==> src/orbt_pkg.sv <==
// Purpose: Shared constants for the octal registered bus transceiver.
// Assumes: 32-bit Avalon-MM register port, byte addresses.
// Notes:   Every offset and field position lives here, with the control register reset value.
package orbt_pkg;

    // ------------------------------------------------------------------
    // Widths
    // ------------------------------------------------------------------
    localparam int unsigned ORBT_DATA_W = 8;
    localparam int unsigned ORBT_ADDR_W = 4;
    localparam int unsigned ORBT_BUS_W = 32;
    localparam int unsigned ORBT_BE_W = 4;
    // Pins that cross into ref_clk: two clocks plus both ports
    localparam int unsigned ORBT_SYNC_W = 2 * ORBT_DATA_W + 2;

    // ------------------------------------------------------------------
    // Register offsets (byte addresses)
    // ------------------------------------------------------------------
    localparam logic [ORBT_ADDR_W-1:0] ORBT_CTRL_OFS = 4'h0;
    localparam logic [ORBT_ADDR_W-1:0] ORBT_STORE_OFS = 4'h4;
    localparam logic [ORBT_ADDR_W-1:0] ORBT_LIVE_OFS = 4'h8;

    // ------------------------------------------------------------------
    // Control register fields and reset value
    // ------------------------------------------------------------------
    localparam int unsigned ORBT_CTRL_W = 4;
    localparam int unsigned ORBT_CTRL_OE_N_BIT = 0;
    localparam int unsigned ORBT_CTRL_DIR_BIT = 1;
    localparam int unsigned ORBT_CTRL_SRC_A_BIT = 2;
    localparam int unsigned ORBT_CTRL_SRC_B_BIT = 3;
    // Isolation after reset: neither port driven
    localparam logic [ORBT_CTRL_W-1:0] ORBT_CTRL_RST = 4'h1;

    // ------------------------------------------------------------------
    // Field positions in the stored and live data registers
    // ------------------------------------------------------------------
    localparam int unsigned ORBT_LO_LSB = 0;
    localparam int unsigned ORBT_HI_LSB = 8;

    // Bus handshake state
    typedef enum logic [1:0] {
        ORBT_BUS_IDLE = 2'b01,
        ORBT_BUS_DONE = 2'b10
    } orbt_bus_e;

endpackage : orbt_pkg

==> src/orbt_sync.sv <==
// Purpose: Two-stage synchroniser bank for asynchronous pins.
// Assumes: Each bit is an independent level; no bus coherence implied.
// Notes:   The first stage is read only by the second stage.
`timescale 1ns/1ps
module orbt_sync
    import orbt_pkg::*;
(
    input wire logic ref_clk,
    input wire logic rst_n,
    input wire logic [orbt_pkg::ORBT_SYNC_W-1:0] pin_async,
    output wire logic [orbt_pkg::ORBT_SYNC_W-1:0] pin_sync
);

    // ------------------------------------------------------------------
    // Per-bit two flip-flop chain
    // ------------------------------------------------------------------
    genvar gi;
    generate
        for (gi = 0; gi < ORBT_SYNC_W; gi++)
        begin : g_bit
            logic meta_q;
            logic sync_q;
            // First stage may go metastable; only sync_q reads it
            always_ff @(posedge ref_clk or negedge rst_n)
            begin
                if (!rst_n)
                begin
                    meta_q <= 1'b0;
                    sync_q <= 1'b0;
                end
                else
                begin
                    meta_q <= pin_async[gi];
                    sync_q <= meta_q;
                end
            end
            assign pin_sync[gi] = sync_q;
        end
    endgenerate

endmodule : orbt_sync

==> src/orbt_transceiver.sv <==
// Purpose: Octal registered bus transceiver between ports A and B.
// Assumes: Pins are asynchronous to ref_clk; capture clocks are slow
//          against ref_clk so each high and low phase spans two cycles.
// Notes:   Controls sit in an Avalon-MM register; storage has no reset.
`timescale 1ns/1ps
module orbt_transceiver
    import orbt_pkg::*;
(
    input wire logic ref_clk,
    input wire logic rst_n,
    // Avalon-MM slave
    input wire logic [orbt_pkg::ORBT_ADDR_W-1:0] avs_address,
    input wire logic avs_read,
    input wire logic avs_write,
    input wire logic [orbt_pkg::ORBT_BE_W-1:0] avs_byteenable,
    input wire logic [orbt_pkg::ORBT_BUS_W-1:0] avs_writedata,
    output logic [orbt_pkg::ORBT_BUS_W-1:0] avs_readdata,
    output logic avs_waitrequest,
    // Capture clocks arriving on pins
    input wire logic a_to_b_capture_clock,
    input wire logic b_to_a_capture_clock,
    // Port A two-way lines
    input wire logic [orbt_pkg::ORBT_DATA_W-1:0] port_a_lines_in,
    output logic [orbt_pkg::ORBT_DATA_W-1:0] port_a_lines_out,
    output logic port_a_lines_oe,
    // Port B two-way lines
    input wire logic [orbt_pkg::ORBT_DATA_W-1:0] port_b_lines_in,
    output logic [orbt_pkg::ORBT_DATA_W-1:0] port_b_lines_out,
    output logic port_b_lines_oe
);
    import orbt_pkg::*;

    // ------------------------------------------------------------------
    // Declarations
    // ------------------------------------------------------------------
    logic [ORBT_SYNC_W-1:0] pin_sync;
    logic ab_clk_s;
    logic ba_clk_s;
    logic [ORBT_DATA_W-1:0] a_s;
    logic [ORBT_DATA_W-1:0] b_s;
    logic ab_clk_d_q;
    logic ba_clk_d_q;
    logic ab_rise;
    logic ba_rise;
    logic [1:0] seen_q;
    logic [ORBT_DATA_W-1:0] ab_store_q;
    logic [ORBT_DATA_W-1:0] ba_store_q;
    logic [ORBT_CTRL_W-1:0] ctrl_q;
    logic oe_n;
    logic drive_b;
    logic src_a_stored;
    logic src_b_stored;
    logic drive_a_d;
    logic drive_b_d;
    logic [ORBT_DATA_W-1:0] a_out_d;
    logic [ORBT_DATA_W-1:0] b_out_d;
    orbt_bus_e bus_q;
    orbt_bus_e bus_d;
    logic bus_req;
    logic bus_take;
    logic sel_ctrl;
    logic sel_store;
    logic sel_live;
    logic ctrl_wr;
    logic [ORBT_BUS_W-1:0] rd_mux;

    // ------------------------------------------------------------------
    // Pin synchronisers
    // ------------------------------------------------------------------
    // Clocks and data share one bank so a clock edge and the data
    // sampled with it stay aligned cycle for cycle
    orbt_sync u_sync (
        .ref_clk(ref_clk),
        .rst_n(rst_n),
        .pin_async({a_to_b_capture_clock, b_to_a_capture_clock,
                    port_b_lines_in, port_a_lines_in}),
        .pin_sync(pin_sync)
    );

    assign a_s = pin_sync[ORBT_DATA_W-1:0];
    assign b_s = pin_sync[2*ORBT_DATA_W-1:ORBT_DATA_W];
    assign ba_clk_s = pin_sync[2*ORBT_DATA_W];
    assign ab_clk_s = pin_sync[2*ORBT_DATA_W+1];

    // ------------------------------------------------------------------
    // Capture clock edge detection
    // ------------------------------------------------------------------
    // Delayed copies of the synchronised capture clocks
    always_ff @(posedge ref_clk or negedge rst_n)
    begin
        if (!rst_n)
        begin
            ab_clk_d_q <= 1'b0;
            ba_clk_d_q <= 1'b0;
            seen_q <= 2'b00;
        end
        else
        begin
            ab_clk_d_q <= ab_clk_s;
            ba_clk_d_q <= ba_clk_s;
            seen_q <= seen_q | {ab_rise, ba_rise}; // Stores now defined
        end
    end

    // A clock held high through reset release gives one edge, once the synchroniser fills
    assign ab_rise = ab_clk_s & ~ab_clk_d_q;
    assign ba_rise = ba_clk_s & ~ba_clk_d_q;

    // ------------------------------------------------------------------
    // Storage registers
    // ------------------------------------------------------------------
    // No reset: contents are whatever power-up left until first capture
    // Capture ignores every output control, and reads the pin whether
    // or not this block drives it
    always_ff @(posedge ref_clk)
    begin
        if (ab_rise)
        begin
            ab_store_q <= a_s;
        end
        if (ba_rise)
        begin
            ba_store_q <= b_s;
        end
    end

    // ------------------------------------------------------------------
    // Output control decode
    // ------------------------------------------------------------------
    assign oe_n = ctrl_q[ORBT_CTRL_OE_N_BIT];
    assign drive_b = ctrl_q[ORBT_CTRL_DIR_BIT];
    assign src_a_stored = ctrl_q[ORBT_CTRL_SRC_A_BIT];
    assign src_b_stored = ctrl_q[ORBT_CTRL_SRC_B_BIT];
    // One enable derives from the inverse of the other term
    assign drive_a_d = ~oe_n & ~drive_b;
    assign drive_b_d = ~oe_n & drive_b;
    // Live data is the synchronised opposite port, stored is the register
    assign a_out_d = src_a_stored ? ba_store_q : b_s;
    assign b_out_d = src_b_stored ? ab_store_q : a_s;

    // ------------------------------------------------------------------
    // Registered port drivers
    // ------------------------------------------------------------------
    // Data and enables leave from flops; live data lags the pin by three
    always_ff @(posedge ref_clk or negedge rst_n)
    begin
        if (!rst_n)
        begin
            port_a_lines_oe <= 1'b0;
            port_b_lines_oe <= 1'b0;
            port_a_lines_out <= '0;
            port_b_lines_out <= '0;
        end
        else
        begin
            port_a_lines_oe <= drive_a_d;
            port_b_lines_oe <= drive_b_d;
            port_a_lines_out <= a_out_d;
            port_b_lines_out <= b_out_d;
        end
    end

    // ------------------------------------------------------------------
    // Avalon-MM slave
    // ------------------------------------------------------------------
    // Every access takes exactly one wait cycle; read data are loaded in
    // the wait cycle so they stand at the completing edge
    assign bus_req = avs_read | avs_write;
    assign bus_take = bus_req & (bus_q == ORBT_BUS_DONE);
    assign avs_waitrequest = bus_req & (bus_q == ORBT_BUS_IDLE);
    assign sel_ctrl = (avs_address == ORBT_CTRL_OFS);
    assign sel_store = (avs_address == ORBT_STORE_OFS);
    assign sel_live = (avs_address == ORBT_LIVE_OFS);
    assign ctrl_wr = bus_take & avs_write & sel_ctrl & avs_byteenable[0];

    // Unmapped addresses read zero; upper bits read zero
    assign rd_mux =
        sel_ctrl ? {{(ORBT_BUS_W-ORBT_CTRL_W){1'b0}}, ctrl_q} :
        sel_store ? {16'h0000, ba_store_q, ab_store_q} :
        sel_live ? {16'h0000, b_s, a_s} :
        32'h0000_0000;

    // Handshake sequencer
    always_comb
    begin
        bus_d = bus_q;
        unique case (bus_q)
            ORBT_BUS_IDLE:
            begin
                if (bus_req)
                begin
                    bus_d = ORBT_BUS_DONE;
                end
            end
            ORBT_BUS_DONE:
            begin
                bus_d = ORBT_BUS_IDLE;
            end
            default:
            begin
                bus_d = ORBT_BUS_IDLE;
            end
        endcase
    end

    // Bus state, read data and control register
    always_ff @(posedge ref_clk or negedge rst_n)
    begin
        if (!rst_n)
        begin
            bus_q <= ORBT_BUS_IDLE;
            avs_readdata <= '0;
            ctrl_q <= ORBT_CTRL_RST;
        end
        else
        begin
            bus_q <= bus_d;
            if (avs_read && bus_q == ORBT_BUS_IDLE)
            begin
                avs_readdata <= rd_mux;
            end
            if (ctrl_wr)
            begin
                ctrl_q <= avs_writedata[ORBT_CTRL_W-1:0];
            end
        end
    end

    // ------------------------------------------------------------------
    // Assertions
    // ------------------------------------------------------------------
    property p_capture_ab;
        @(posedge ref_clk) disable iff (!rst_n)
        ab_rise |=> (ab_store_q == $past(a_s));
    endproperty
    a_capture_ab: assert property (p_capture_ab)
        else $error("A-to-B register missed a capture");
    property p_capture_ba;
        @(posedge ref_clk) disable iff (!rst_n)
        $rose(ba_clk_s) |=> (ba_store_q == $past(b_s));
    endproperty
    a_capture_ba: assert property (p_capture_ba)
        else $error("B-to-A register missed a capture");
    // Held only once both stores are defined; before that they are X
    property p_hold;
        @(posedge ref_clk) disable iff (!rst_n)
        (&seen_q && !ab_rise && !ba_rise) ##1 (!ab_rise && !ba_rise)
        |=> ($stable(ab_store_q) && $stable(ba_store_q));
    endproperty
    a_hold: assert property (p_hold)
        else $error("Storage changed with both clocks static");
    property p_isolate;
        @(posedge ref_clk) disable iff (!rst_n)
        oe_n |=> (!port_a_lines_oe && !port_b_lines_oe);
    endproperty
    a_isolate: assert property (p_isolate)
        else $error("Port driven while output enable is high");
    property p_direction;
        @(posedge ref_clk) disable iff (!rst_n)
        !oe_n |=> (port_a_lines_oe == !$past(drive_b))
                  && (port_b_lines_oe == $past(drive_b));
    endproperty
    a_direction: assert property (p_direction)
        else $error("Wrong port driven for the drive select");
    property p_live_to_a;
        @(posedge ref_clk) disable iff (!rst_n)
        (drive_a_d && !src_a_stored) |=>
            (port_a_lines_oe && port_a_lines_out == $past(b_s, 1));
    endproperty
    a_live_to_a: assert property (p_live_to_a)
        else $error("Port A does not show live port B data");
    property p_stored_to_a;
        @(posedge ref_clk) disable iff (!rst_n)
        (drive_a_d && src_a_stored) |=>
            (port_a_lines_out == $past(ba_store_q));
    endproperty
    a_stored_to_a: assert property (p_stored_to_a)
        else $error("Port A does not show the B-to-A register");
    property p_live_to_b;
        @(posedge ref_clk) disable iff (!rst_n)
        (drive_b_d && !src_b_stored) |=>
            (port_b_lines_oe && port_b_lines_out == $past(a_s, 1));
    endproperty
    a_live_to_b: assert property (p_live_to_b)
        else $error("Port B does not show live port A data");
    property p_stored_to_b;
        @(posedge ref_clk) disable iff (!rst_n)
        (drive_b_d && src_b_stored) |=>
            (port_b_lines_out == $past(ab_store_q));
    endproperty
    a_stored_to_b: assert property (p_stored_to_b)
        else $error("Port B does not show the A-to-B register");
    property p_one_driver;
        @(posedge ref_clk) disable iff (!rst_n)
        !(port_a_lines_oe && port_b_lines_oe);
    endproperty
    a_one_driver: assert property (p_one_driver)
        else $error("Both ports driven together");
    property p_undriven_input;
        @(posedge ref_clk) disable iff (!rst_n)
        (port_b_lines_oe && ab_rise && ba_rise) |=>
            (ab_store_q == $past(a_s)) && (ba_store_q == $past(b_s));
    endproperty
    a_undriven_input: assert property (p_undriven_input)
        else $error("Undriven port data not stored");

    property p_bus_wait;
        @(posedge ref_clk) disable iff (!rst_n)
        (bus_req && bus_q == ORBT_BUS_IDLE) |=> !avs_waitrequest;
    endproperty
    a_bus_wait: assert property (p_bus_wait)
        else $error("Bus access not answered after one wait");

    // Main scenarios
    c_stored_b_to_a: cover property (@(posedge ref_clk) disable iff (!rst_n)
        drive_a_d && src_a_stored ##1 ba_rise);
    c_live_a_to_b: cover property (@(posedge ref_clk) disable iff (!rst_n)
        drive_b_d && !src_b_stored && ab_rise);
    c_isolate_both: cover property (@(posedge ref_clk) disable iff (!rst_n)
        oe_n && ab_rise && ba_rise);

endmodule : orbt_transceiver

==> config.mk <==
export PLATFORM = sky130hd
export DESIGN_NAME = orbt_transceiver
export DESIGN_NICKNAME = d
export VERILOG_FILES = /design/src/orbt_pkg.sv /design/src/orbt_sync.sv /design/src/orbt_transceiver.sv
export SDC_FILE = /design/constraint.sdc
export NUM_CORES = 1
export LEC_CHECK = 0
export ABC_AREA = 0
export BUFFER_PORTS_ARGS = -buffer_cell sky130_fd_sc_hd__buf_2
export CORE_UTILIZATION = 45
export CTS_BUF_LIST = sky130_fd_sc_hd__clkbuf_8
export DETAILED_ROUTE_END_ITERATION = 8
export HOLD_SLACK_MARGIN = 0.03
export PLACE_DENSITY = 0.74
export SYNTH_ARGS = -nofsm -noshare
export SYNTH_HDL_FRONTEND = slang
export SYNTH_HIERARCHICAL = 1
export SYNTH_SLANG_ARGS = --single-unit
==> constraint.sdc <==
create_clock -name ref_clk -period 3.7 [get_ports ref_clk]
set_input_delay 0.185 -clock ref_clk [delete_from_list [all_inputs] [get_ports ref_clk]]
set_output_delay 0.185 -clock ref_clk [all_outputs]
set_load 0.02 [all_outputs]
Yosys cells after proc, flatten, opt, wreduce, memory -nomap -nowiden

Index checks and enable logic that the tools add are counted.

Flip-flop bits (word level): 110
Bits of input ports: 62
Output and inout bits: 51

Equality and inequality tests: 5
Multiplexer cells: 7
Bitwise operators: 14
Reductions and logical operators: 2

Operators by type and width:

| operator                                             | count |
|---|---|
| two-way mux 16 bit                                   | 3 |
| two-way mux 8 bit                                    | 2 |
| AND 1 bit                                            | 9 |
| equality test 4 x 3 -> 1 bit (second input constant) | 1 |
| equality test 4 bit (second input constant)          | 1 |
| zero test 4 bit                                      | 1 |
| two-way mux 2 bit                                    | 2 |
| NOT 1 bit                                            | 4 |
| equality test 2 x 1 -> 1 bit (second input constant) | 1 |
| equality test 2 bit (second input constant)          | 1 |
| inequality test 2 bit (second input constant)        | 1 |
| logical AND 1 bit                                    | 1 |
| OR 1 bit                                             | 1 |

Depth between registers and ports, before layout

Gate-level depths: netlist of run 1.

Depth after elaboration: 5
Mapped depth: 6

By module

Netlist of run 1, hierarchy kept.

By module, submodules not included:

| module           | times used | cells an instance | area each (µm²) | seq. area each (µm²) |
|---|---|---|---|---|
| orbt_transceiver | 1          | 167               | 2352.3          | 1534.0 |
| orbt_sync        | 1          | 54                | 1036.0          | 900.9 |

Worst setup path before layout of run 1

Ideal clock, no wire load.

Kind: register to output
From: register bus_q[0]
To: output avs_waitrequest
Arrival: 1.139 ns
Data required time: 3.515 ns
Path slack: 2.376 ns
Cell stages (with the launch flop): 2
Buffers on the path: 0
Cell sequence: dfstp_2 -> nor3b_1

Word-level cells in the longest chain between the ends: 2

Ends and longest elaborated chain:

| item                         | RTL line                | source |
|---|---|---|
| from (decl)                  | orbt_transceiver.sv:57  | `orbt_bus_e bus_q;` |
| from (signal assigned)       | orbt_transceiver.sv:217 | `bus_q <= bus_d;` |
| equality test 2 x 1 -> 1 bit | orbt_transceiver.sv:170 | `assign avs_waitrequest = bus_req & (bus_q == ORBT_BUS_IDLE);` |
| AND 1 bit                    | orbt_transceiver.sv:170 |  |
| to (decl)                    | orbt_transceiver.sv:18  | `output logic avs_waitrequest,` |

Every way passes these cells.

Final worst setup path of run 1

Ends and elaborated chain as after synthesis.

==> reports/metrics.cfg, run 1 <==
[cells_and_area]
area_growth_pct=17.4
final_cell_area_um2=3980
drive_above_1_share_pct=35.4
num-nets-final=351
fin_util_pct=54.9
fillCellCount=646
diodes=0
fin_cells=393

[floorplanning]
ios=113
placementRows=31
die_h_um=88.8
start_util_pct=46.7
die_w_um=88.8
core-area_um2=7250
die-area_um2=7880

[run_status]
status=finished clean

[logic_synthesis]
avgSynthCellArea_um2=15.3
yosys_warnings=6
synthCells=221
synthFlopType=dfrtp_1
async_flop_share_pct=83.0
yosysMostFrequentCell=dfrtp_1
yosys-top-cells-count=dfrtp_1, buf_4, mux2_2
ys_seq_area_share_pct=71.9
synth.distinct_cells=25
synth_area_um2=3390
yosysTopAreaCellShare_pct=56.1
synth_edf_count=16
yosysTopAreaCell=dfrtp_1
synth_seq_cells=94
synth.area.top_cells=dfrtp_1, edfxtp_1, buf_4

[critical_path]
start_kind=flip-flop
worstSetupEndpointType=primary output
cp.arrival_ns=1.37
crit_type=reg -> out
critPathRequiredTime_ns=3.51
critPathMaxFanout=4

[timing]
clock.fmax_mhz=644
max_slew_margin_pct=26.0
fin_tns_setup_ns=0
hold_viol_final=0
report.final.slew_viol_count=0
period_share_pct=42.0
fin_skew_ns=0.00644
period_minus_slack_ns=1.55
setup_viol=0
tightestPinTransition_ns=1.11
rsz0062_at_grt=false

[global_routing]
grt_pass1_wl_um=7820
grt_usage_pct=13.6
grt_max_degree=79
antenna_found_initial=0
use_met3_pct=3.73
use_met2_pct=19.1
use_met1_pct=20.0
gr-max-usage-layer=met1
overflow=0
grt_pass1_vias=1587

[clocking]
path_clk_slew_ns=0.08
clock_latency_ns=0.34
cts_tree=built
cts.sinks=94
cts_resized=0
cts-root-buf=clkbuf_8
clock_path_buffers=2
cts_buffers=9
h-tree-depth=3
post_cts_buffers=0

[routing]
routedWlPerCell_um=13.0
wl_um=5090
ant_nets=0
first_pass_iters=4
viasPerCell=4.45
num_vias=1750
drtIter0Drc=66
drc_errors=0

[place]
place.detailed.hpwl_um=3470
place_area_um2=3600
portBuffers=65
place_congestion=0.740
placed_cells=358

[hold_path]
hold_path.class=in -> reg

[flow_run]
drv_cap=0

[power]
power.density_nw_per_um2=544
ir_drop_mv=0.186
total_leakage_power_nw=1.83

==> power breakdown <==
part           total, mW  internal [mW]  switching (mW)
Clock              0.635          0.324           0.312
Sequential          1.21           1.15          0.0586
Combinational      0.319          0.128           0.191
==> critical path: stages (launching register included) <==
cell and delay, ns:
dfstp_2 0.58, nor3b_1 0.24, buf_2 0.21
==> metal layers <==
metal / wire length [um] / vias up
met3: 301 / 5
met2: 2320 / 60
met1: 2400 / 832
li1: - / 853
met5: 0 / -
met4: 71 / 0
==> cell usage in the layout (no fill, tap or decap), drive strengths merged <==
cell and count:
nor2b 5, a22oi 12, nor3b 2, nand2 12
a22o 4, clkinv 2, or3 1, mux2 20
clkbuf 10, nor2 3, conb 16, buf 65
inv 3, dlygate4sd3 19, nor3 1, dfstp 2
edfxtp 16, nand4 1, nor4b 1, clkinvlp 1
dfrtp 76, o21ai 12, o2bb2ai 4, bufinv 1
nand3b 1, mux2i 4
==> area by class of cell <==
| cell class | instances | area (um2) | share of cell area [%] |
|---|---|---|---|
| Clock inverter | 6 | 55.1 | 1.38 |
| Sequential cell | 94 | 2430 | 61.2 |
| Timing Repair Buffer | 84 | 518 | 13.0 |
| Clock buffer | 10 | 138 | 3.46 |
| Inverter | 1 | 3.75 | 0.0943 |
| Tap cell | 99 | 124 | 3.11 |
| Multi-Input combinational cell | 99 | 706 | 17.7 |
==> cell families after synthesis <==
logic type             share of synthesized area (%)
AOI/OAI and AO/OA                               6.50
other                                          0.111
DFF                                             71.9
muxes                                           7.83
buffers and inverters                           8.97
and+or+nand+nor                                 4.73
==> registers in the layout (all words and copies together), names as in the netlist <==
register	flops
ba_store_q	8
bus_q	2
port_b_lines_out	8
ctrl_q	4
port_a_lines_oe	1
ab_clk_d_q	1
u_sync/g_bit.sync_q	18
avs_readdata	16
ab_store_q	8
u_sync/g_bit.meta_q	18
ba_clk_d_q	1
port_a_lines_out	8
port_b_lines_oe	1
==> path summary, 6_finish.rpt <==
kind / depth (start not counted) / slack (ns) / end / from
max: 2 / 2.15 / avs_waitrequest / bus_q[0]
min: 2 / 0.07 / ctrl_q[1] / avs_writedata[1]
max reg2reg: 3 / 2.20 / avs_readdata[15] / bus_q[0]
min reg2reg: 0 / 0.35 / u_sync/g_bit[2].sync_q / u_sync/g_bit[2].meta_q
max in group asynchronous: 2 / 2.57 / u_sync/g_bit[12].sync_q / rst_n
min in group asynchronous: 2 / 0.54 / port_b_lines_oe / rst_n
==> timing repair <==
item / 4_1_cts / 5_1_grt
hold buffers: 19 / 0
hold endpoints to repair: 94 / 0
setup endpoints to repair: 0 / 0
==> metrics by stage <==
step / setup slack (ns) / hold WS [ns] / total power [mW]
after floorplan: 2.38 / -0.111 / 1.45
after global placement: 1.98 / 0.294 / 1.53
after detailed placement: 1.97 / 0.294 / 1.54
after CTS: 2.12 / 0.0560 / 2.20
after global routing: 2.07 / 0.0630 / 2.27
final: 2.15 / 0.0708 / 2.17
Note: power is estimated with default switching activity, not from simulation.
==> run 2: changes to the inputs <==
Settings changed: ABC_AREA 0 to 1, PLACE_DENSITY 0.74 to 0.77.
Clock period 3.7 ns to 1.3 ns, I/O delays scaled along.
==> run 2 against run 1 <==
Net effect:
- power rose to 3.3 times the previous value
- combinational power grew to 5.2 times the previous value
- cell count up 35%
- non-clock buffer count rose by 26
- die area rose by 5.4%
- the flow now finishes with violations (setup timing)
- first-iteration DRC count rose by 59%
- critical endpoint unchanged
- clock skew down 0.0017 ns
- global-route usage grew 2.7 points
- via count rose by 34%
- routed wire length is 24% higher
- critical path depth grew 3
- core utilization rose by 3.6 points
==> reports/metrics.cfg, run 2 <==
[clocking]
clock_latency_ns=0.35
h-tree-depth=3
cts-root-buf=clkbuf_8
cts.sinks=94
clock_path_buffers=2
cts_tree=built
path_clk_slew_ns=0.09
cts_buffers=9

[logic_synthesis]
synthCells=332
yosys_warnings=6
avgSynthCellArea_um2=10.8
yosysTopAreaCellShare_pct=53.2
synth_edf_count=16
async_flop_share_pct=83.0
synth.area.top_cells=dfrtp_1, edfxtp_1, nand2_1
yosysMostFrequentCell=nand2_1
synth_seq_cells=94
synth.distinct_cells=18
synth_area_um2=3570
synthFlopType=dfrtp_1
ys_seq_area_share_pct=68.1
yosys-top-cells-count=nand2_1, dfrtp_1, nand3_1
yosysTopAreaCell=dfrtp_1

[timing]
fin_skew_ns=0.00475
period_minus_slack_ns=1.37
hold_viol_final=0
report.final.slew_viol_count=0
rsz0062_at_grt=true
setup_viol=10
fin_tns_setup_ns=-0.170
hold_slack_ns=0.164
setup_slack_ns=-0.0658
clock.fmax_mhz=732
period_share_pct=105

[power]
switching_share_pct=28.9
ir_drop_mv=0.612
switchingPower_mw=2.07
p_seq_share_pct=48.2
total_leakage_power_nw=2.30
internal_power_mw=5.11
power.density_nw_per_um2=1600
p_comb_share_pct=23.3
clockPowerShare_pct=28.5

[global_routing]
grt_pass1_vias=2217
grt_usage_pct=16.3
grt_pass1_wl_um=10400
overflow=0
grt_max_degree=37
antenna_found_initial=0

[floorplanning]
placementRows=32
ios=113
core-area_um2=7690
die-area_um2=8300
die_w_um=91.1
start_util_pct=46.5
die_h_um=91.1

[critical_path]
cp.arrival_ns=1.30
path_cells=inv_2, nor2_4, inv_2, nor2_4, buf_6
cp_slowest_cell=dfstp_2
cp_num_buf_inv=3
crit_type=reg -> out
max_stage_delay_ns=0.53
worstSetupEndpointType=primary output
crit_family=flip-flops
critPathRequiredTime_ns=1.24
start_kind=flip-flop
critPathMaxFanout=2

[place]
place.detailed.hpwl_um=4240
placed_cells=484
place_area_um2=3890
portBuffers=65
place_congestion=0.791

[cells_and_area]
final_cell_mix=nand2_1, dfrtp_1, buf_2
final_common_cell=nand2_1
diodes=0
area_growth_pct=25.7
num-nets-final=487
reg_top3=u_sync/g_bit.meta_q: 18 flops, u_sync/g_bit.sync_q: 18 flops, avs_readdata: 16 flops
drive_above_1_share_pct=27.4
fin_cells=532
fin_util_pct=58.4
final_cell_area_um2=4490

[routing]
first_pass_iters=4
wl_um=6340
ant_nets=0
drc_errors=0
routedWlPerCell_um=11.9
num_vias=2346
viasPerCell=4.41
drtIter0Drc=105

[flow_run]
drv_cap=0

[run_status]
status=finished, violations left
failed_checks=setup timing

[hold_path]
hold_path.class=in -> reg

==> run 2: changes by cell type in the layout (fill, tap and decap cells not counted), sizes merged, moves of 6 or more <==
cell,delta
o21ai,-8
nand3,+40
a22oi,-12
dlygate4sd3,+6
buf,+20
nor2,+10
nand2,+105
inv,+14
mux2,-20
==> run 2: final timing paths <==
| kind | startpoint | end | slack, ns | depth (start not counted) |
|---|---|---|---|---|
| setup / recovery | bus_q[0] | avs_waitrequest | -0.07 | 5 |
| hold / removal | avs_address[3] | avs_readdata[12] | 0.16 | 6 |
| setup reg to reg | bus_q[0] | avs_readdata[3] | -0.02 | 9 |
| hold reg to reg | u_sync/g_bit[9].meta_q | u_sync/g_bit[9].sync_q | 0.35 | 0 |
| max in group asynchronous | rst_n | ctrl_q[0] | 0.54 | 3 |
| min in group asynchronous | rst_n | avs_readdata[14] | 0.17 | 2 |
==> run 2: kinds of logic (layout without fill, tap and decap cells) <==
family                 Yosys count  in the layout  synth area share [%]
DFF                             94             94                  68.1
buffers and inverters           59            142                  10.6
other                            1             16                 0.105
and+or+nand+nor                174            174                  20.7
AOI/OAI and AO/OA                4              4                 0.560
==> run 2: metrics by stage <==
| stage | power [mW] | worst slack (ns) |
|---|---|---|
| after floorplan | 4.30 | 0.0668 |
| after global placement | 4.67 | 0.126 |
| after detailed placement | 4.72 | 0.0796 |
| after CTS | 7.10 | -0.141 |
| after global routing | 7.54 | -0.127 |
| final | 7.18 | -0.0658 |
==> run 2: worst register-to-register path: cells and delay by family, from the launching register on <==
kind | cells | cell delay, ns
AND/OR/NAND/NOR | 4 | 0.29
flip-flops | 1 | 0.53
buffers and inverters | 5 | 0.43
==> run 2: cell type report <==
cell class	count	area, um2
Clock inverter	7	97.6
Inverter	16	62.6
Clock buffer	9	124
Timing Repair Buffer	110	782
Fill cell	659	3200
Multi-Input combinational cell	194	863
Sequential cell	94	2430
Tap cell	102	128
==> run 2: power groups by stage <==
stage                     combinational [mW]  sequential, mW  clock, mW
after floorplan                        0.573            3.73          0
after global placement                  1.16            3.51          0
after detailed placement                1.20            3.52          0
after CTS                               1.53            3.46       2.10
after global routing                    1.82            3.50       2.22
final                                   1.67            3.47       2.05
==> run 2: repair_timing <==
item,CTS,global route
gates cloned,0,0
setup endpoints to repair,1,18
hold buffers,25,0
resized for setup,9,14
buffers inserted,7,1
pin swaps,2,5
endpoints found under the hold margin,100,0
==> run 2: per-layer routing <==
| layer | global-route usage, % | vias to the layer above | part of all wire [%] |
|---|---|---|---|
| met5 | 0 | - | 0 |
| met4 | 8.73 | 0 | 1.3 |
| met3 | 2.68 | 10 | 5.5 |
| met2 | 25.3 | 79 | 47 |
| met1 | 22.2 | 1070 | 46 |
| li1 | - | 1187 | - |
